===== src/verilog/dssc_pkg.sv =====
package dssc_pkg;
   // Frame layout
   localparam int DSSC_FRAME_BITS = 16;
   localparam int DSSC_WD_BIT = 15;
   localparam int DSSC_PFX_BIT = 14;
   localparam int DSSC_OUT_BIT = 13;
   localparam int DSSC_ADDR_HI = 12;
   localparam int DSSC_ADDR_LO = 10;
   localparam int DSSC_DATA_HI = 8;
   // Low address codes
   localparam logic [2:0] DSSC_A_STAT = 3'h0;
   localparam logic [2:0] DSSC_A_PWM = 3'h1;
   localparam logic [2:0] DSSC_A_CONF0 = 3'h2;
   localparam logic [2:0] DSSC_A_FAULT = 3'h3;
   localparam logic [2:0] DSSC_A_OC = 3'h4;
   localparam logic [2:0] DSSC_A_GCR = 3'h5;
   localparam logic [2:0] DSSC_A_CAL = 3'h7;
   // Fault-management fields
   localparam int DSSC_F_RETRY_UNL = 6;
   localparam int DSSC_F_RETRY_OFF = 5;
   localparam int DSSC_F_SHORT_OFF = 4;
   localparam int DSSC_F_OLON_OFF = 3;
   localparam int DSSC_F_OLOFF_OFF = 2;
   localparam int DSSC_F_LED_THR = 1;
   localparam int DSSC_F_RATIO = 0;
   // Overcurrent fields
   localparam int DSSC_O_XENON = 8;
   localparam int DSSC_O_COOL_HI = 7;
   localparam int DSSC_O_COOL_LO = 6;
   localparam int DSSC_O_INR_HI = 5;
   localparam int DSSC_O_INR_LO = 4;
   localparam int DSSC_O_ALT_HI = 3;
   localparam int DSSC_O_STDY_HI = 2;
   localparam int DSSC_O_STDY_LO = 1;
   localparam int DSSC_O_MODE = 0;
   // Global fields, then the pulse register on bit
   localparam int DSSC_G_VDD_EN = 8;
   localparam int DSSC_G_PWM_EN = 7;
   localparam int DSSC_G_CLK_SEL = 6;
   localparam int DSSC_G_TEMP = 5;
   localparam int DSSC_G_MIRROR = 4;
   localparam int DSSC_G_MSEL_HI = 3;
   localparam int DSSC_G_MSEL_LO = 2;
   localparam int DSSC_G_OV_OFF = 0;
   localparam int DSSC_P_ON = 7;
   // Readback selection
   localparam int DSSC_SEL_OUT_BIT = 3;
   localparam logic [4:0] DSSC_SEL_DIAG1 = 5'h0F;
   localparam logic [4:0] DSSC_SEL_DIAG2 = 5'h17;
   localparam logic [8:0] DSSC_DIAG2_VAL = 9'h002;
   localparam logic DSSC_NORMAL_MODE = 1'b1;
   // Reset values
   localparam logic [8:0] DSSC_REG_RST = 9'h000;
   localparam logic [4:0] DSSC_SEL_RST = 5'h00;
   localparam logic [2:0] DSSC_PIN_IDLE = 3'h2;
   // Pin vector order {sclk, chip_select_n, si}
   localparam int DSSC_PIN_SCK = 2;
   localparam int DSSC_PIN_CSN = 1;
   localparam int DSSC_PIN_SDI = 0;
   // Decoded speed and level codes
   localparam logic [1:0] DSSC_COOL_SLOW = 2'h0;
   localparam logic [1:0] DSSC_COOL_MED = 2'h1;
   localparam logic [1:0] DSSC_COOL_FAST = 2'h2;
   localparam logic [1:0] DSSC_INR_VSLOW = 2'h0;
   localparam logic [1:0] DSSC_INR_SLOW = 2'h1;
   localparam logic [1:0] DSSC_INR_MED = 2'h2;
   localparam logic [1:0] DSSC_INR_FAST = 2'h3;
   localparam logic [1:0] DSSC_LVL1 = 2'h0;
   localparam logic [1:0] DSSC_LVL2 = 2'h1;
   localparam logic [1:0] DSSC_LVL3 = 2'h2;
   localparam logic [1:0] DSSC_LVL4 = 2'h3;
endpackage


===== src/verilog/dssc_if.sv =====
interface dssc_if;
   logic frame_done;
   logic frame_ok;
   logic in_frame;
   logic [15:0] frame_word;
   logic [15:0] load_word;
   modport shifter (output frame_done, frame_ok, in_frame, frame_word, input load_word);
   modport core (input frame_done, frame_ok, in_frame, frame_word, output load_word);
endinterface


===== src/verilog/dssc_shift.sv =====
module dssc_shift
   import dssc_pkg::*;
(
   input wire logic mclk,
   input wire logic sys_rst,
   input wire logic sclk,
   input wire logic chip_select_n,
   input wire logic si,
   output logic so,
   output logic so_oe_n,
   dssc_if.shifter lnk
);
   typedef enum {DSSC_IDLE, DSSC_SHIFT} dssc_state_t;
   dssc_state_t state_q, state_d;
   logic [2:0] a_q, b_q, c_q, filt_q, prev_q, filt_d;
   logic [15:0] sh_q, sh_d, word_q, word_d;
   logic [3:0] cnt_q, cnt_d;
   logic full_q, full_d, so_q, so_d, done_q, done_d, ok_q, ok_d;
   logic sck_rise, sck_fall, cs_fall, cs_rise;

   always_comb begin
      // Second and third stages must agree before a pin change counts
      filt_d = (filt_q & (b_q ^ c_q)) | (c_q & ~(b_q ^ c_q));
      sck_rise = filt_q[DSSC_PIN_SCK] & ~prev_q[DSSC_PIN_SCK];
      sck_fall = ~filt_q[DSSC_PIN_SCK] & prev_q[DSSC_PIN_SCK];
      cs_fall = ~filt_q[DSSC_PIN_CSN] & prev_q[DSSC_PIN_CSN];
      cs_rise = filt_q[DSSC_PIN_CSN] & ~prev_q[DSSC_PIN_CSN];
      state_d = state_q;
      sh_d = sh_q;
      cnt_d = cnt_q;
      full_d = full_q;
      so_d = so_q;
      done_d = 1'b0;
      ok_d = ok_q;
      word_d = word_q;
      case (state_q)
         DSSC_IDLE: begin
            if (cs_fall) begin
               state_d = DSSC_SHIFT;
               sh_d = lnk.load_word;
               so_d = lnk.load_word[DSSC_FRAME_BITS-1];
               cnt_d = 4'h0;
               full_d = 1'b0;
            end
         end
         DSSC_SHIFT: begin
            if (cs_rise) begin
               state_d = DSSC_IDLE;
               done_d = 1'b1;
               ok_d = full_q && (cnt_q == 4'h0);
               word_d = sh_q;
            end else begin
               // one register both returns and receives
               if (sck_rise) begin
                  sh_d = {sh_q[14:0], filt_q[DSSC_PIN_SDI]};
                  cnt_d = cnt_q + 4'h1;
                  if (cnt_q == 4'hF) begin
                     full_d = 1'b1;
                  end
               end
               if (sck_fall) begin
                  so_d = sh_q[DSSC_FRAME_BITS-1];
               end
            end
         end
         default: state_d = DSSC_IDLE;
      endcase
   end

   always_ff @(posedge mclk) begin
      if (sys_rst) begin
         a_q <= DSSC_PIN_IDLE;
         b_q <= DSSC_PIN_IDLE;
         c_q <= DSSC_PIN_IDLE;
         filt_q <= DSSC_PIN_IDLE;
         prev_q <= DSSC_PIN_IDLE;
         state_q <= DSSC_IDLE;
         sh_q <= 16'h0000;
         cnt_q <= 4'h0;
         full_q <= 1'b0;
         so_q <= 1'b0;
         done_q <= 1'b0;
         ok_q <= 1'b0;
         word_q <= 16'h0000;
      end else begin
         a_q <= {sclk, chip_select_n, si};
         b_q <= a_q;
         c_q <= b_q;
         filt_q <= filt_d;
         prev_q <= filt_q;
         state_q <= state_d;
         sh_q <= sh_d;
         cnt_q <= cnt_d;
         full_q <= full_d;
         so_q <= so_d;
         done_q <= done_d;
         ok_q <= ok_d;
         word_q <= word_d;
      end
   end

   assign so = so_q;
   assign so_oe_n = (state_q == DSSC_IDLE);
   assign lnk.in_frame = (state_q == DSSC_SHIFT);
   assign lnk.frame_done = done_q;
   assign lnk.frame_ok = ok_q;
   assign lnk.frame_word = word_q;

   so_release_a: assert property (
      @(posedge mclk) disable iff (sys_rst)
      (state_q == DSSC_SHIFT && cs_rise) |=> so_oe_n && lnk.frame_done)
      else $error("serial output not released at frame end");
   first_bit_a: assert property (
      @(posedge mclk) disable iff (sys_rst)
      (state_q == DSSC_IDLE && cs_fall) |=> !so_oe_n && so == $past(lnk.load_word[15]))
      else $error("first returned bit is not the loaded top bit");
   bad_length_a: assert property (
      @(posedge mclk) disable iff (sys_rst)
      (state_q == DSSC_SHIFT && cs_rise && cnt_q != 4'h0) |=> lnk.frame_done && !lnk.frame_ok)
      else $error("frame of bad length accepted");
   echo_bit_a: assert property (
      @(posedge mclk) disable iff (sys_rst)
      (state_q == DSSC_SHIFT && !cs_rise && sck_fall && full_q) |=> so == $past(sh_q[15]))
      else $error("daisy chain bit not returned");
endmodule


===== src/verilog/dssc_top.sv =====
module dssc_top
   import dssc_pkg::*;
(
   input wire logic mclk,
   input wire logic sys_rst,
   input wire logic sclk,
   input wire logic chip_select_n,
   input wire logic si,
   output logic so,
   output logic so_oe_n,
   input wire logic [1:0] direct_in,
   input wire logic vdd_fail,
   input wire logic por_event,
   input wire logic uv_flag,
   input wire logic ov_flag,
   input wire logic [5:0] fault_flags_zero,
   input wire logic [5:0] fault_flags_one,
   output logic [1:0] switch_on,
   output logic [1:0] retry_limit_off,
   output logic [1:0] retry_off,
   output logic [1:0] supply_short_protect_off,
   output logic [1:0] on_openload_off,
   output logic [1:0] led_openload_threshold,
   output logic [1:0] off_openload_off,
   output logic [1:0] sense_ratio_high,
   output logic [1:0] xenon_profile_off,
   output logic [1:0][1:0] cooling_speed,
   output logic [1:0][1:0] inrush_speed,
   output logic [1:0] alt_high_level_sel,
   output logic [1:0][1:0] steady_level,
   output logic [1:0] overcurrent_mode_sel,
   output logic vdd_fail_det_en,
   output logic pwm_en,
   output logic pwm_clk_internal,
   output logic sense_tristate,
   output logic current_mirror_en,
   output logic temp_report_en,
   output logic mirror_output,
   output logic mirror_select_valid,
   output logic overvoltage_protect_off,
   output logic [8:0] cal_value
);
   function automatic logic [1:0] cool_code(input logic [1:0] c);
      case (c)
         2'h1: cool_code = DSSC_COOL_SLOW;
         2'h2: cool_code = DSSC_COOL_FAST;
         default: cool_code = DSSC_COOL_MED;
      endcase
   endfunction

   function automatic logic [1:0] inrush_code(input logic [1:0] c);
      case (c)
         2'h1: inrush_code = DSSC_INR_FAST;
         2'h2: inrush_code = DSSC_INR_MED;
         2'h3: inrush_code = DSSC_INR_VSLOW;
         default: inrush_code = DSSC_INR_SLOW;
      endcase
   endfunction

   function automatic logic [1:0] steady_code(input logic [1:0] c);
      case (c)
         2'h1: steady_code = DSSC_LVL3;
         2'h2: steady_code = DSSC_LVL4;
         2'h3: steady_code = DSSC_LVL1;
         default: steady_code = DSSC_LVL2;
      endcase
   endfunction

   dssc_if lnk ();

   dssc_shift u_shift (
      .mclk(mclk),
      .sys_rst(sys_rst),
      .sclk(sclk),
      .chip_select_n(chip_select_n),
      .si(si),
      .so(so),
      .so_oe_n(so_oe_n),
      .lnk(lnk.shifter)
   );

   logic [1:0][8:0] fault_q, fault_d, oc_q, oc_d, pwm_q, pwm_d;
   logic [8:0] gcr_q, gcr_d, cal_q, cal_d, rb_data;
   logic [4:0] sel_q, sel_d;
   logic wd_q, wd_d, por_q, por_d;
   logic [13:0] snap_q, snap_d;
   logic [1:0] switch_q, switch_d, pwm_on;
   logic wr;
   logic [2:0] addr;
   logic tgt;
   logic [8:0] data;
   logic [5:0] flags_sel;

   assign wr = lnk.frame_done & lnk.frame_ok;
   assign addr = lnk.frame_word[DSSC_ADDR_HI:DSSC_ADDR_LO];
   assign tgt = lnk.frame_word[DSSC_OUT_BIT];
   assign data = lnk.frame_word[DSSC_DATA_HI:0];

   always_comb begin
      fault_d = fault_q;
      oc_d = oc_q;
      pwm_d = pwm_q;
      gcr_d = gcr_q;
      cal_d = cal_q;
      sel_d = sel_q;
      wd_d = wd_q;
      por_d = por_q;
      // fresh fault status only between frames
      snap_d = snap_q;
      if (!lnk.in_frame) begin
         snap_d = {uv_flag, ov_flag, fault_flags_one, fault_flags_zero};
      end
      if (wr) begin
         wd_d = lnk.frame_word[DSSC_WD_BIT];
         // Status read acknowledges the power-on flag
         if (sel_q[2:0] == DSSC_A_STAT) begin
            por_d = 1'b0;
         end
         if (lnk.frame_word[DSSC_PFX_BIT]) begin
            // output picked by frame bit 13
            case (addr)
               DSSC_A_STAT: sel_d = lnk.frame_word[4:0];
               DSSC_A_PWM: pwm_d[tgt] = data;
               DSSC_A_FAULT: fault_d[tgt] = data;
               DSSC_A_OC: oc_d[tgt] = data;
               default: sel_d = sel_q;
            endcase
         end else begin
            case (addr)
               // selection persists until next status write
               DSSC_A_STAT: sel_d = lnk.frame_word[4:0];
               DSSC_A_GCR: gcr_d = data;
               DSSC_A_CAL: cal_d = data;
               default: sel_d = sel_q;
            endcase
         end
      end
      // Power-on event wins over a same-cycle acknowledge
      if (por_event) begin
         por_d = 1'b1;
      end
   end

   always_comb begin
      pwm_on = {pwm_q[1][DSSC_P_ON], pwm_q[0][DSSC_P_ON]};
      // fail-safe keeps pulse control only when detector enabled
      if (vdd_fail) begin
         switch_d = gcr_q[DSSC_G_VDD_EN] ? pwm_on : direct_in;
      end else if (gcr_q[DSSC_G_PWM_EN]) begin
         switch_d = pwm_on;
      end else begin
         switch_d = direct_in | pwm_on;
      end
   end

   always_ff @(posedge mclk) begin
      if (sys_rst) begin
         fault_q <= {DSSC_REG_RST, DSSC_REG_RST};
         oc_q <= {DSSC_REG_RST, DSSC_REG_RST};
         pwm_q <= {DSSC_REG_RST, DSSC_REG_RST};
         gcr_q <= DSSC_REG_RST;
         cal_q <= DSSC_REG_RST;
         sel_q <= DSSC_SEL_RST;
         wd_q <= 1'b0;
         por_q <= 1'b0;
         snap_q <= 14'h0000;
         switch_q <= 2'h0;
      end else begin
         fault_q <= fault_d;
         oc_q <= oc_d;
         pwm_q <= pwm_d;
         gcr_q <= gcr_d;
         cal_q <= cal_d;
         sel_q <= sel_d;
         wd_q <= wd_d;
         por_q <= por_d;
         snap_q <= snap_d;
         switch_q <= switch_d;
      end
   end

   always_comb begin
      flags_sel = sel_q[DSSC_SEL_OUT_BIT] ? snap_q[11:6] : snap_q[5:0];
      case (sel_q[2:0])
         DSSC_A_STAT: rb_data = {por_q, snap_q[13:12], flags_sel};
         DSSC_A_PWM: rb_data = pwm_q[sel_q[DSSC_SEL_OUT_BIT]];
         DSSC_A_FAULT: rb_data = fault_q[sel_q[DSSC_SEL_OUT_BIT]];
         DSSC_A_OC: rb_data = oc_q[sel_q[DSSC_SEL_OUT_BIT]];
         DSSC_A_GCR: rb_data = gcr_q;
         DSSC_A_CAL: begin
            if (sel_q == DSSC_SEL_DIAG1) begin
               rb_data = {4'h0, direct_in, 3'h0};
            end else if (sel_q == DSSC_SEL_DIAG2) begin
               rb_data = DSSC_DIAG2_VAL;
            end else begin
               rb_data = 9'h000;
            end
         end
         default: rb_data = 9'h000;
      endcase
   end
   assign lnk.load_word = {wd_q, sel_q, DSSC_NORMAL_MODE, rb_data};

   always_comb begin
      for (int i = 0; i < 2; i++) begin
         retry_limit_off[i] = fault_q[i][DSSC_F_RETRY_UNL];
         retry_off[i] = fault_q[i][DSSC_F_RETRY_OFF];
         supply_short_protect_off[i] = fault_q[i][DSSC_F_SHORT_OFF];
         on_openload_off[i] = fault_q[i][DSSC_F_OLON_OFF];
         led_openload_threshold[i] = ~fault_q[i][DSSC_F_OLON_OFF] & fault_q[i][DSSC_F_LED_THR];
         off_openload_off[i] = fault_q[i][DSSC_F_OLOFF_OFF];
         sense_ratio_high[i] = fault_q[i][DSSC_F_RATIO];
         xenon_profile_off[i] = oc_q[i][DSSC_O_XENON];
         cooling_speed[i] = cool_code(oc_q[i][DSSC_O_COOL_HI:DSSC_O_COOL_LO]);
         inrush_speed[i] = inrush_code(oc_q[i][DSSC_O_INR_HI:DSSC_O_INR_LO]);
         alt_high_level_sel[i] = oc_q[i][DSSC_O_ALT_HI];
         steady_level[i] = steady_code(oc_q[i][DSSC_O_STDY_HI:DSSC_O_STDY_LO]);
         overcurrent_mode_sel[i] = oc_q[i][DSSC_O_MODE];
      end
   end

   assign switch_on = switch_q;
   assign vdd_fail_det_en = gcr_q[DSSC_G_VDD_EN];
   assign pwm_en = gcr_q[DSSC_G_PWM_EN];
   // clock choice ignored while module off
   assign pwm_clk_internal = gcr_q[DSSC_G_PWM_EN] & gcr_q[DSSC_G_CLK_SEL];
   assign current_mirror_en = gcr_q[DSSC_G_MIRROR];
   assign temp_report_en = gcr_q[DSSC_G_TEMP] & ~gcr_q[DSSC_G_MIRROR];
   assign sense_tristate = ~gcr_q[DSSC_G_TEMP] & ~gcr_q[DSSC_G_MIRROR];
   // mirror selection; codes 0x leave it undefined
   assign mirror_output = gcr_q[DSSC_G_MSEL_LO];
   assign mirror_select_valid = gcr_q[DSSC_G_MSEL_HI];
   assign overvoltage_protect_off = gcr_q[DSSC_G_OV_OFF];
   assign cal_value = cal_q;

   fault_write_a: assert property (
      @(posedge mclk) disable iff (sys_rst)
      (wr && lnk.frame_word[14] && !tgt && addr == DSSC_A_FAULT)
      |=> fault_q[0] == $past(data) && retry_limit_off[0] == $past(data[6]))
      else $error("fault config write to output zero lost");
   target_sel_a: assert property (
      @(posedge mclk) disable iff (sys_rst)
      (wr && lnk.frame_word[14] && tgt && addr == DSSC_A_OC)
      |=> oc_q[1] == $past(data) && $stable(oc_q[0]))
      else $error("overcurrent write hit the wrong output");
   bad_frame_a: assert property (
      @(posedge mclk) disable iff (sys_rst)
      (lnk.frame_done && !lnk.frame_ok)
      |=> $stable(sel_q) && $stable(gcr_q) && $stable(fault_q) && $stable(cal_q))
      else $error("invalid frame changed a register");
   sel_keep_a: assert property (
      @(posedge mclk) disable iff (sys_rst)
      (wr && addr != DSSC_A_STAT) |=> $stable(sel_q))
      else $error("selection changed without status write");
   steady_map_a: assert property (
      @(posedge mclk) disable iff (sys_rst)
      (oc_q[0][2:1] == 2'h3) |-> steady_level[0] == DSSC_LVL1)
      else $error("steady limit decode wrong");
   pwm_drive_a: assert property (
      @(posedge mclk) disable iff (sys_rst)
      (gcr_q[7] && !vdd_fail) |=> switch_on == $past({pwm_q[1][7], pwm_q[0][7]}))
      else $error("outputs not driven from pulse register");
   clk_sel_a: assert property (
      @(posedge mclk) disable iff (sys_rst)
      !gcr_q[7] |-> !pwm_clk_internal)
      else $error("clock choice active with module off");
endmodule

===== config.mk =====
export PLATFORM = sky130hd
export DESIGN_NAME = dssc_top
export DESIGN_NICKNAME = d
export VERILOG_FILES = /design/src/verilog/dssc_pkg.sv /design/src/verilog/dssc_if.sv /design/src/verilog/dssc_shift.sv /design/src/verilog/dssc_top.sv
export SDC_FILE = /design/constraint.sdc
export NUM_CORES = 1
export LEC_CHECK = 0
export BUFFER_PORTS_ARGS = -buffer_cell sky130_fd_sc_hd__buf_2
export CAP_MARGIN = 20
export CELL_PAD_IN_SITES_DETAIL_PLACEMENT = 0
export CELL_PAD_IN_SITES_GLOBAL_PLACEMENT = 1
export CORE_ASPECT_RATIO = 0.9
export CORE_MARGIN = 4
export CORE_UTILIZATION = 30
export DETAILED_ROUTE_END_ITERATION = 6
export PLACE_DENSITY = 0.6
export SYNTH_ARGS = -nofsm -noshare
export SYNTH_HDL_FRONTEND = slang
export SYNTH_SLANG_ARGS = --single-unit

===== constraint.sdc =====
create_clock -name mclk -period 2.1 [get_ports mclk]
set_clock_uncertainty 0.05 [all_clocks]
set_input_delay 0 -clock mclk [delete_from_list [all_inputs] [get_ports mclk]]
set_output_delay 0 -clock mclk [all_outputs]
set_load 0.005 [all_outputs]

**After elaboration in Yosys (flattened, before gate mapping)**

Index checks and enable logic that the tools add are counted.

- $add $sub $neg: 1
- $lt $le $gt $ge: 3
- Equal/unequal tests: 37
- Muxes and demuxes: 48
- Bitwise operators: 26
- Reduce and logical (&&, ||, !) cells: 23

Operators with widths:

| cell | count |
|---|---|
| $logic_not A32 Y1 | 2 |
| $mux W32 | 2 |
| $pmux W32 S2 | 1 |
| $mux W9 | 7 |
| $bwmux W18 | 3 |
| $pmux W9 S6 | 1 |
| $mux W16 | 3 |
| $eq A32 B1 Y1 const B | 1 |
| $eq A32 B2 Y1 const B | 1 |
| $pmux W16 S2 | 1 |
| $pmux W2 S3 | 4 |
| $eq A2 B2 Y1 const B | 10 |
| $eq A3 B3 Y1 const B | 6 |
| $reduce_and A3 Y1 | 5 |
| $eq A2 B1 Y1 const B | 6 |
| $mux W4 | 3 |
| $mux W1 | 11 |
| $and A1 B1 Y1 | 10 |
| $ne A2 B1 Y1 const B | 5 |
| $not A1 Y1 | 10 |
| $demux W9 S1 | 1 |
| $mux W2 | 4 |
| $pmux W2 S2 | 2 |
| $pmux W4 S2 | 1 |
| other kinds (25) | 38 |

- Flip-flop bits (word level): 182

**Longest topological paths before layout**

Gate-level depths: netlist (run 1).

- Word-level depth: 6
- Mapped depth: 8
- Gate-level depth less buffers: 5

**Cells and area by module**

Synthesis (run 1) repeated with hierarchy kept, for this count alone.

- Cells, all modules: 749
- Area total of the unflattened synthesis: 7096.8 µm²

Modules (own cells, without submodules):

| module | times used | cells each | area an instance (µm²) | seq. area each (µm²) |
|---|---|---|---|---|
| dssc_top | 1 | 504 | 4803.4 | 1901.8 |
| dssc_shift | 1 | 245 | 2293.4 | 1101.1 |

**Least setup slack after synthesis (run 1)**

Ideal clock, no wire load.

- Path type: reg-to-reg
- Start point: register sel_q[3]
- End point: register u_shift.sh_q[8]
- Library setup time: 0.116 ns
- Data arrival time: 1.530 ns
- Data required time: 1.934 ns
- Setup slack: 0.405 ns
- Stages on the path, launching flop included: 9
- Period minus slack after synthesis: 1.695 ns
- Cell sequence: dfxtp_1 > buf_4 > buf_4 > buf_6 > mux2i_1 > o2bb2ai_1 > a221oi_1 > o21ai_0 > and3_1

- Word-level cells in the longest chain between the ends: 5
- Elaborated cells between the ends (all ways): 9

RTL lines:

| what | line | source |
|---|---|---|
| from (decl) | dssc_top.sv:84 | `logic [4:0] sel_q, sel_d;` |
| from (signal assigned) | dssc_top.sv:174 | `sel_q <= sel_d;` |
| $mux W9, on equally long branches (2 in a row) | dssc_top.sv:188, dssc_top.sv:186, dssc_top.sv:187 |  |
| $pmux W9 S6 (*) | dssc_top.sv:184 | `case (sel_q[2:0])` |
| $mux W16 (*) | dssc_shift.sv:38 | `if (cs_fall) begin` |
| $pmux W16 S2 (*) | dssc_shift.sv:36 | `case (state_q)` |
| to (signal assigned) | dssc_shift.sv:78 | `sh_q <= 16'h0000;` |
| to (signal assigned) | dssc_shift.sv:92 | `sh_q <= sh_d;` |
| to (decl) | dssc_shift.sv:16 | `logic [15:0] sh_q, sh_d, word_q, word_d;` |

Mark *: on every way between the ends. The rest lies on a longest branch, timed or not. The select of a mux whose other input is x is not followed.
A chain may end at the register's enable or synchronous reset.

**Worst setup path after layout (run 1)**

- Start point: register sel_q[3]
- End point: register u_shift.sh_q[4]

- Word-level cells in the longest chain between the ends: 5
- Elaborated cells between the ends (all ways): 12

RTL lines:

| what | line | source |
|---|---|---|
| $eq A5 B4 Y1 (tied with other cells) | dssc_top.sv:191 | `if (sel_q == DSSC_SEL_DIAG1) begin` |
| $mux W5 (tied with other cells) | dssc_top.sv:191 |  |
| $pmux W9 S6 (*) | dssc_top.sv:184 |  |
| $mux W16 (*) | dssc_shift.sv:38 |  |
| $pmux W16 S2 (*) | dssc_shift.sv:36 |  |

Marked as above.

==> results of run 1 <==
-- repair_timing --
action,CTS,global route
hold buffers,26,0
hold endpoints to repair,41,0
gates resized for setup,0,2
endpoints found under the setup margin,0,4
-- layer usage --
| layer | wire, um | track usage [%] |
|---|---|---|
| met3 | 601 | 3.04 |
| met5 | 0 | 0 |
| met2 | 7990 | 22.4 |
| met4 | 219 | 4.62 |
| met1 | 9790 | 22.9 |
-- worst min-delay path: cells and delay by family --
family / cells / cell delay (ns)
buffers and inverters: 2 / 0.62
and+or+nand+nor: 1 / 0.07
muxes: 1 / 0.05
-- kinds of logic (layout without fill, tap and decap cells) --
group           after synthesis  after routing  share of synthesized area [%]
mux                         129            129                           20.0
buf+inv                      89            176                           6.81
simple gates                244            244                           16.5
compound gates               94             94                           9.16
xor+xnor                      2              2                          0.263
fa+ha+maj                    13             13                           2.41
flops                       149            149                           44.8
-- cell usage after synthesis (all sizes together) --
master / number / share of area (%)
or3: 1 / 0.094
nand3: 3 / 0.23
a221oi: 3 / 0.39
clkinv: 1 / 0.056
o22ai: 3 / 0.28
nand3b: 3 / 0.34
o211a: 4 / 0.60
o32ai: 3 / 0.39
and3: 1 / 0.094
xor2: 2 / 0.26
inv: 16 / 0.90
a31o: 2 / 0.26
nor4bb: 2 / 0.30
buf: 40 / 4.0
a22oi: 2 / 0.23
or3b: 2 / 0.26
o311a: 1 / 0.15
and2: 4 / 0.38
mux4: 3 / 1.0
nand4b: 1 / 0.13
nand4: 6 / 0.56
nor2b: 15 / 1.4
nand2b: 3 / 0.28
mux2i: 123 / 19
o21ai: 13 / 0.98
ha: 12 / 2.3
or2: 12 / 1.1
a21oi: 41 / 3.1
nand2: 55 / 3.1
nor4b: 1 / 0.13
nor2: 123 / 7.0
a2111oi: 6 / 0.85
nor3: 9 / 0.68
o211ai: 6 / 0.75
a211oi: 7 / 0.79
clkbuf: 32 / 1.8
o2bb2ai: 1 / 0.13
a311oi: 1 / 0.13
a41oi: 1 / 0.13
dfxtp: 149 / 45
maj3: 1 / 0.15
mux2: 3 / 0.51
nor4: 3 / 0.38
-- state kept, by name (all words and copies together), names as in the netlist, 4 cells and up, named ones only --
name	cells
fault_q	6
cal_value	9
pwm_q	16
gcr_q	9
sel_q	5
snap_q	14
oc_q	12
u_shift.sh_q	16
u_shift.cnt_q	4
u_shift.lnk.frame_word	15
-- how the worst max path moves through the flow --
stage	startpoint	to	slack [ns]	cells past startpoint
2_1_floorplan	sel_q[3]	u_shift.sh_q[8]	0.40	8
3_3_place_gp	sel_q[3]	u_shift.sh_q[4]	0.20	5
3_5_place_dp	sel_q[1]	u_shift.sh_q[4]	0.14	5
4_1_cts	sel_q[1]	u_shift.sh_q[4]	0.12	5
5_1_grt	sel_q[3]	u_shift.sh_q[4]	0.02	6
6_report	sel_q[3]	u_shift.sh_q[4]	0.16	6
-- power by group through the flow --
stage	Clock [W]	Sequential, W	Combinational [W]
6_report	0.00327	0.00287	0.000169
4_1_cts	0.00335	0.00287	0.000171
5_1_grt	0.00347	0.00287	0.000188
3_3_place_gp	0	0.00293	0.000129
2_1_floorplan	0	0.00293	0.0000773
3_5_place_dp	0	0.00293	0.000132
-- metrics by stage --
stage | instance area (sq um) | setup WS, ns | utilization, %
detailed placement | 7220 | 0.140 | 33.3
CTS | 8110 | 0.121 | 37.4
floorplan | 6650 | 0.405 | -
finish | 8120 | 0.162 | 37.4
global route | 8120 | 0.0184 | 37.4
global placement | 7220 | 0.204 | 33.3
-- area by class of cell --
type	count	area, sq um
flip-flops and latches	149	2990
clock buffers	17	425
multi-input cells	482	3230
fillers	2205	13600
inverters	17	63.8
repair buffers	127	843
clock inverters	15	205
well taps	291	364
-- placed cells by master (no fill, tap or decap), types with 11 or more instances in the layout --
master	synthesis	routed
a21oi_1	41	41
buf_2	11	75
buf_4	24	25
clkbuf_16	0	17
dfxtp_1	149	146
dlygate4sd3_1	0	26
ha_1	12	12
inv_1	16	16
mux2i_1	123	123
nand2_1	55	55
nor2_1	121	121
nor2b_1	15	15
o21ai_0	11	11
or2_2	12	12
==> out/qor.yml, run 1 <==
fin_cells: 1098
synth_nets: 755
r2r_slack_ns: 0.16
synthesis.area_sq_um: 6650
synthCells: 720
drtPass1Iterations: 5
track_usage_pct: 15.4
power.internal_w: 0.00485
clk_latency_ns: 0.43
grt_overflow: 0
ys_seq_area_share_pct: 44.8
numCtsBuffers: 17
reg2reg_from: "sel_q[3]"
io_buffers: 76
finalHoldViolCount: 0
power.switching_w: 0.00146
cp-end-kind: "flop"
drc: 0
viasPerCell: 4.67
design.core.area_sq_um: 21700
max_cap_viol_count: 0
r2r-end: "u_shift.sh_q[4]"
gp_congestion: 0.839
start_util_pct: 30.7
grt_antenna_before_repair: 0
row_count: 51
cts_root_buf: "clkbuf_16"
die-area_sq_um: 24600
cp_top_family: "flip-flops"
p_seq_share_pct: 45.5
syn_area_per_cell_sq_um: 9.24
postCtsSetupBuffers: 0
finalCritPeriodShare_pct: 92.3
synth-seq-cells: 149
drtIter0Drc: 431
clkPwrFrac_pct: 51.9
cts.clk_slew.worst_paths_ns: 0.06
cp_num_buf_inv: 1
htree_num_levels: 4
outcome: "finished, final reports clean"
rsz0062_at_grt: "false"
pwr-share-comb_pct: 2.7
worstPathMaxFanout: 14
swShare_pct: 23.1
vdd_drop_max_mv: 0.460
ant_nets: 0
worstSetupStartpointType: "flop"
placedCellCount: 1040
hold-worst-slack_ns: 0.299
die_w_um: 165
yosys_warnings: 0
drt_wl_total_um: 18600
crit_slowest_cell: "dfxtp_2"
r2r_cells: 6
max_stage_delay_ns: 0.57
die_h_um: 149
nets: 829
grt_pass1_vias: 4974
setup_violations: 0
power_density_nw_per_um2: 777
timing.fmax_ghz: 0.516
worst_pin_slew_ns: 0.685
hpwlAfterDp_um: 13300
wl_per_cell_um: 16.9
arrival_ns: 2.21
cts_num_sinks: 149
hold_path_depth: 4
final_layout_size_suffix_gt1_share_pct: 19.8
fin_tns_setup_ns: 0
critPathKind: "reg2reg"
grt_max_degree: 75
post-route-min-period_ns: 1.94
tritoncts: "yes"
relSlewSlack_pct: 54.2
p_total_w: 0.00631
cp.required_ns: 2.37
yosys.cell_types.count: 52
worstPathCellList: "buf_4, mux2i_1, o21ai_1, nor4bb_1, a2111oi_0, a31o_1"
antenna_cells: 0
area_growth_pct: 22.1
grt_pass1_wl_um: 28900
p_leak_nw: 3.17
hold_class: "in2reg"
min_from: "fault_flags_zero[3]"
slew_violations: 0
worst_hold_path.endpoint: "snap_q[3]"
io_pins: 77
cts_buffer_depth: 2
vias: 5124
Power figures use the tool's default switching activity.
==> run 2, diff against run 1 <==
Settings changed: CORE_UTILIZATION 30 to 45, PLACE_DENSITY 0.6 to 0.83.
==> run 2 against run 1 <==
Effect of this change:
- via count is 3.4% higher
- non-clock buffer count is 5 lower
- setup slack worse by 0.040 ns
- die area is 32% lower
- largest cell class unchanged
- fmax is 2.0% lower
- total power is 3.6% lower
- combinational power is 7% lower
- first-iteration DRC count is 6.5% lower
- hold slack worse by 0.035 ns
- critical endpoint is now u_shift.sh_q[3]
- cell area is 2.5% lower
==> out/qor.yml, run 2 (synthesized netlist as in run 1, its figures left out) <==
outcome: "finished, final reports clean"
postCtsSetupBuffers: 0  # unchanged
cts_num_sinks: 149  # unchanged
drc: 0  # unchanged
crit_slowest_cell: "or3b_4"
die-area_sq_um: 16800  # -32%
worst_pin_slew_ns: 0.669  # -0.0163 ns
final_layout_size_suffix_gt1_share_pct: 19.7  # -0.13 points
design.core.area_sq_um: 14300  # -34%
setup_violations: 0  # unchanged
drt_wl_total_um: 17100  # -8.1%
die_h_um: 123  # -17%
wl_per_cell_um: 17.2  # +1.4%
nFillCells: 1305  # -41%
hold_class: "in2reg"
timing.fmax_ghz: 0.506  # -2.0%
rsz0062_at_grt: "false"
arrival_ns: 2.29  # +0.08 ns
viasPerCell: 5.33  # +14%
startpoint: "sel_q[1]"
nets: 824  # -0.60%
grt_antenna_before_repair: 0  # unchanged
cp.required_ns: 2.42  # +0.05 ns
row_count: 41  # -20%
grt_pass1_wl_um: 27200  # -5.8%
r2r-end: "u_shift.sh_q[3]"
relSlewSlack_pct: 55.3  # +1.0 points
grt_overflow: 0  # unchanged
r2r_cells: 5  # -1
worstPathMaxFanout: 15  # +1
vdd_drop_max_mv: 0.550  # +19%
critPathKind: "reg2reg"
grt_pass1_vias: 5101  # +2.6%
p_leak_nw: 3.13  # -1.2%
hpwlAfterDp_um: 12000  # -9.4%
ant_nets: 0  # unchanged
fin_tns_setup_ns: 0  # unchanged
worstSetupStartpointType: "flop"
setup.worst_path.end: "u_shift.sh_q[3]"
cts_buffer_depth: 2  # unchanged
area_growth_pct: 19.0
r2r_slack_ns: 0.12  # -0.04 ns
vias: 5300  # +3.4%
place_ws_ns: 0.0828  # -0.0568 ns
start_util_pct: 46.7  # +16 points
drtPass1Iterations: 5  # unchanged
cts_root_buf: "clkbuf_16"
reg2reg_from: "sel_q[1]"
post-route-min-period_ns: 1.98  # +0.0397 ns
final_cell_mix: "147 x dfxtp_1, 123 x mux2i_1, 121 x nor2_1"
gp_congestion: 0.898  # +7.0%
power_density_nw_per_um2: 768  # -1.1%
die_w_um: 136  # -17%
finalCritPeriodShare_pct: 94.2  # +1.9 points
placedCellCount: 940  # -9.6%
worstPathCellList: "or3b_4, o21ai_1, nor4bb_1, a2111oi_0, a31o_1"
htree_num_levels: 4  # unchanged
max_stage_delay_ns: 0.50  # -0.07 ns
tritoncts: "yes"
fin_ws_ns: 0.122  # -0.0397 ns
io_buffers: 76  # unchanged
slew_violations: 0  # unchanged
grt_max_degree: 60  # -20%
cp-end-kind: "flop"
max_cap_viol_count: 0  # unchanged
io_pins: 77  # unchanged
clk_latency_ns: 0.43  # about the same
drtIter0Drc: 403  # -6.5%
numCtsBuffers: 17  # unchanged
antenna_cells: 0  # unchanged
track_usage_pct: 20.9  # +5.5 points
finalHoldViolCount: 0  # unchanged
fin_cells: 995  # -9.4%
cts.clk_slew.worst_paths_ns: 0.06  # about the same
final_common_cell: "dfxtp_1"
run 2: layer usage:
metal  up-vias  part of all wire [%]  wire [um]  global-route usage, %
met1      2530                    48       8150                   28.8
met3        23                   5.7        983                   5.33
met2       151                    45       7650                   31.8
met4         0                   1.9        324                   7.43
met5         -                     0          0                      0
li1       2596                     -          -                      -
run 2: repair_timing:
item	4_1_cts	5_1_grt
hold buffers	23	0
endpoints found under the hold margin	52	0
gates resized for setup	0	1
endpoints found under the setup margin	0	3
run 2: report_power, final:
group	internal, W	switching, W	total [W]
Sequential	0.00285	0.0000168	0.00287
Combinational	0.0000727	0.0000857	0.000158
Clock	0.00187	0.00118	0.00305
run 2: how the worst min path moves through the flow:
stage | start | end | slack (ns) | cells past startpoint
CTS | chip_select_n | u_shift.a_q[1] | 0.23 | 3
global route | chip_select_n | u_shift.a_q[1] | 0.26 | 3
detailed placement | chip_select_n | u_shift.a_q[1] | 0.14 | 2
finish | chip_select_n | u_shift.a_q[1] | 0.26 | 3
floorplan | chip_select_n | u_shift.a_q[1] | 0.05 | 1
global placement | chip_select_n | u_shift.a_q[1] | 0.14 | 2
run 2: per-stage QoR:
| stage | area [sq um] | utilization (%) | power [W] | hold slack, ns |
|---|---|---|---|---|
| 5_1_grt | 7920 | 55.5 | 0.00629 | 0.259 |
| 6_report | 7920 | 55.5 | 0.00608 | 0.264 |
| 4_1_cts | 7920 | 55.5 | 0.00613 | 0.230 |
| 3_5_place_dp | 7080 | 49.7 | 0.00306 | 0.142 |
| 3_3_place_gp | 7080 | 49.7 | 0.00305 | 0.136 |
| 2_1_floorplan | 6650 | - | 0.00300 | 0.0538 |
run 2: area by class of cell:
type	count	area (sq um)	area share (%)
Multi-Input combinational cell	482	3230	40.7
Sequential cell	149	2990	37.7
Timing Repair Buffer	122	798	10.1
Clock buffer	21	480	6.07
Tap cell	193	241	3.05
Clock inverter	11	124	1.56
Inverter	17	63.8	0.806
run 2: critical path, delay by kind of cell, from the launching register on:
| kind | cells | cell delay, ns |
|---|---|---|
| AND/OR/NAND/NOR | 2 | 0.58 |
| AO/OA/AOI/OAI | 3 | 0.81 |
| flip-flops | 1 | 0.49 |
==> run 3, diff against run 2 <==
Settings changed: CTS_BUF_LIST set to sky130_fd_sc_hd__clkbuf_4 sky130_fd_sc_hd__clkbuf_8 sky130_fd_sc_hd__clkbuf_16, RECOVER_POWER set to 25.
==> run 3 against run 2 <==
Effect of this change:
- global-route usage unchanged
- largest power group unchanged
- die area unchanged
- combinational power about the same
==> out/qor.yml, run 3 (synthesized netlist as in run 1, its figures left out) <==
outcome: "finished, final reports clean"
cp.required_ns: 2.42  # about the same
die_w_um: 136  # unchanged
max_stage_delay_ns: 0.50  # about the same
worst_pin_slew_ns: 0.859  # +0.190 ns
grt_antenna_before_repair: 0  # unchanged
finalHoldViolCount: 0  # unchanged
p_leak_nw: 2.98  # -4.9%
nets: 824  # unchanged
startpoint: "sel_q[1]"
fin_ws_ns: 0.115  # -0.00750 ns
htree_num_levels: 4  # unchanged
relSlewSlack_pct: 42.7  # -13 points
nFillCells: 1324  # +1.5%
power_density_nw_per_um2: 773  # +0.64%
grt_pass1_vias: 5101  # unchanged
ant_nets: 0  # unchanged
timing.fmax_ghz: 0.504  # -0.38%
cts.clk_slew.worst_paths_ns: 0.06  # about the same
cts_buffer_depth: 2  # unchanged
cp_top_family: "compound AO/OA/AOI/OAI gates"
grt_overflow: 0  # unchanged
viasPerCell: 5.36  # +0.70%
drtPass1Iterations: 5  # unchanged
worstPathCellList: "or3b_4, o21ai_1, nor4bb_1, a2111oi_0, a31o_1"
max_cap_viol_count: 0  # unchanged
track_usage_pct: 20.9  # unchanged
fin_tns_setup_ns: 0  # unchanged
vias: 5337  # +0.70%
grt_max_degree: 60  # unchanged
r2r-end: "u_shift.sh_q[3]"
final_layout_size_suffix_gt1_share_pct: 15.3  # -4.4 points
wl_per_cell_um: 17.2  # +0.24%
cp_num_cells: 5  # unchanged
die_h_um: 123  # unchanged
drtIter0Drc: 471  # +17%
r2r_cells: 5  # unchanged
arrival_ns: 2.30  # about the same
hpwlAfterDp_um: 12000  # unchanged
setup_violations: 0  # unchanged
cts_num_sinks: 149  # unchanged
tritoncts: "yes"
clk_latency_ns: 0.43  # about the same
critPathKind: "reg2reg"
cp-end-kind: "flop"
worstPathMaxFanout: 15  # unchanged
setup.worst_path.end: "u_shift.sh_q[3]"
io_buffers: 76  # unchanged
row_count: 41  # unchanged
vdd_drop_max_mv: 0.551  # about the same
gp_congestion: 0.898  # unchanged
area_growth_pct: 18.3
hold_class: "in2reg"
final_common_cell: "dfxtp_1"
antenna_cells: 0  # unchanged
cts_root_buf: "clkbuf_16"
reg2reg_from: "sel_q[1]"
grt_pass1_wl_um: 27200  # unchanged
cp_num_buf_inv: 0  # unchanged
place_ws_ns: 0.0828  # unchanged
post-route-min-period_ns: 1.99  # +0.00750 ns
slew_violations: 0  # unchanged
final_cell_mix: "147 x dfxtp_1, 123 x mux2i_1, 121 x nor2_1"
worstSetupStartpointType: "flop"
finalCritPeriodShare_pct: 94.5  # +0.36 points
drt_wl_total_um: 17100  # +0.24%
crit_slowest_cell: "or3b_4"
rsz0062_at_grt: "false"
postCtsSetupBuffers: 0  # unchanged
io_pins: 77  # unchanged
start_util_pct: 46.7  # unchanged
design.core.area_sq_um: 14300  # unchanged
drc: 0  # unchanged
numCtsBuffers: 17  # unchanged
r2r_slack_ns: 0.11  # about the same
die-area_sq_um: 16800  # unchanged
[run 3: cell count changes in the layout (fill, tap and decap cells not counted), sizes merged]
cell,previous run,this run
clkbuf,21,59
buf,99,61
[run 3: how the worst min path moves through the flow]
| stage | slack (ns) | depth (start not counted) | startpoint | to |
|---|---|---|---|---|
| finish | 0.27 | 3 | chip_select_n | u_shift.a_q[1] |
| global route | 0.26 | 3 | chip_select_n | u_shift.a_q[1] |
| CTS | 0.23 | 3 | chip_select_n | u_shift.a_q[1] |
| detailed placement | 0.14 | 2 | chip_select_n | u_shift.a_q[1] |
| global placement | 0.14 | 2 | chip_select_n | u_shift.a_q[1] |
| floorplan | 0.05 | 1 | chip_select_n | u_shift.a_q[1] |
[run 3: final cells by class]
cell class | count | area [sq um] | share of cell area [%]
inverters | 17 | 63.8 | 0.811
flip-flops and latches | 149 | 2990 | 37.9
multi-input cells | 482 | 3230 | 41.0
repair buffers | 122 | 749 | 9.52
clock buffers | 21 | 480 | 6.10
clock inverters | 11 | 124 | 1.57
well taps | 193 | 241 | 3.07
[run 3: timing repair]
item	in CTS	in global routing
hold buffers	23	0
gates resized for setup	0	1
endpoints found under the setup margin	0	3
endpoints found under the hold margin	52	0
[run 3: power by group]
group          internal [W]  switching (W)  leakage [nW]
combinational     0.0000710      0.0000853          1.48
clock               0.00187        0.00118         0.291
sequential          0.00285      0.0000168          1.21
[run 3: per-layer routing]
layer  vias up  wire length (um)  track usage [%]
met5         -                 0                0
met4         0               401             7.43
met3        31              1040             5.33
met2       172              7590             31.8
met1      2545              8100             28.8
li1       2589                 -                -
[run 3: tightest hold or removal path: cells and delay by family]
kind / cells / cell delay (ns)
simple gates: 1 / 0.08
buf+inv: 2 / 0.64
[run 3: through the flow]
stage / cell area, sq um / power (W) / hold WS, ns / utilization [%] / std cells
6_report: 7870 / 0.00608 / 0.266 / 55.2 / 995
5_1_grt: 7870 / 0.00629 / 0.259 / 55.2 / 995
4_1_cts: 7920 / 0.00613 / 0.230 / 55.5 / 995
3_5_place_dp: 7080 / 0.00306 / 0.142 / 49.7 / 940
3_3_place_gp: 7080 / 0.00305 / 0.136 / 49.7 / 940
2_1_floorplan: 6650 / 0.00300 / 0.0538 / - / 720
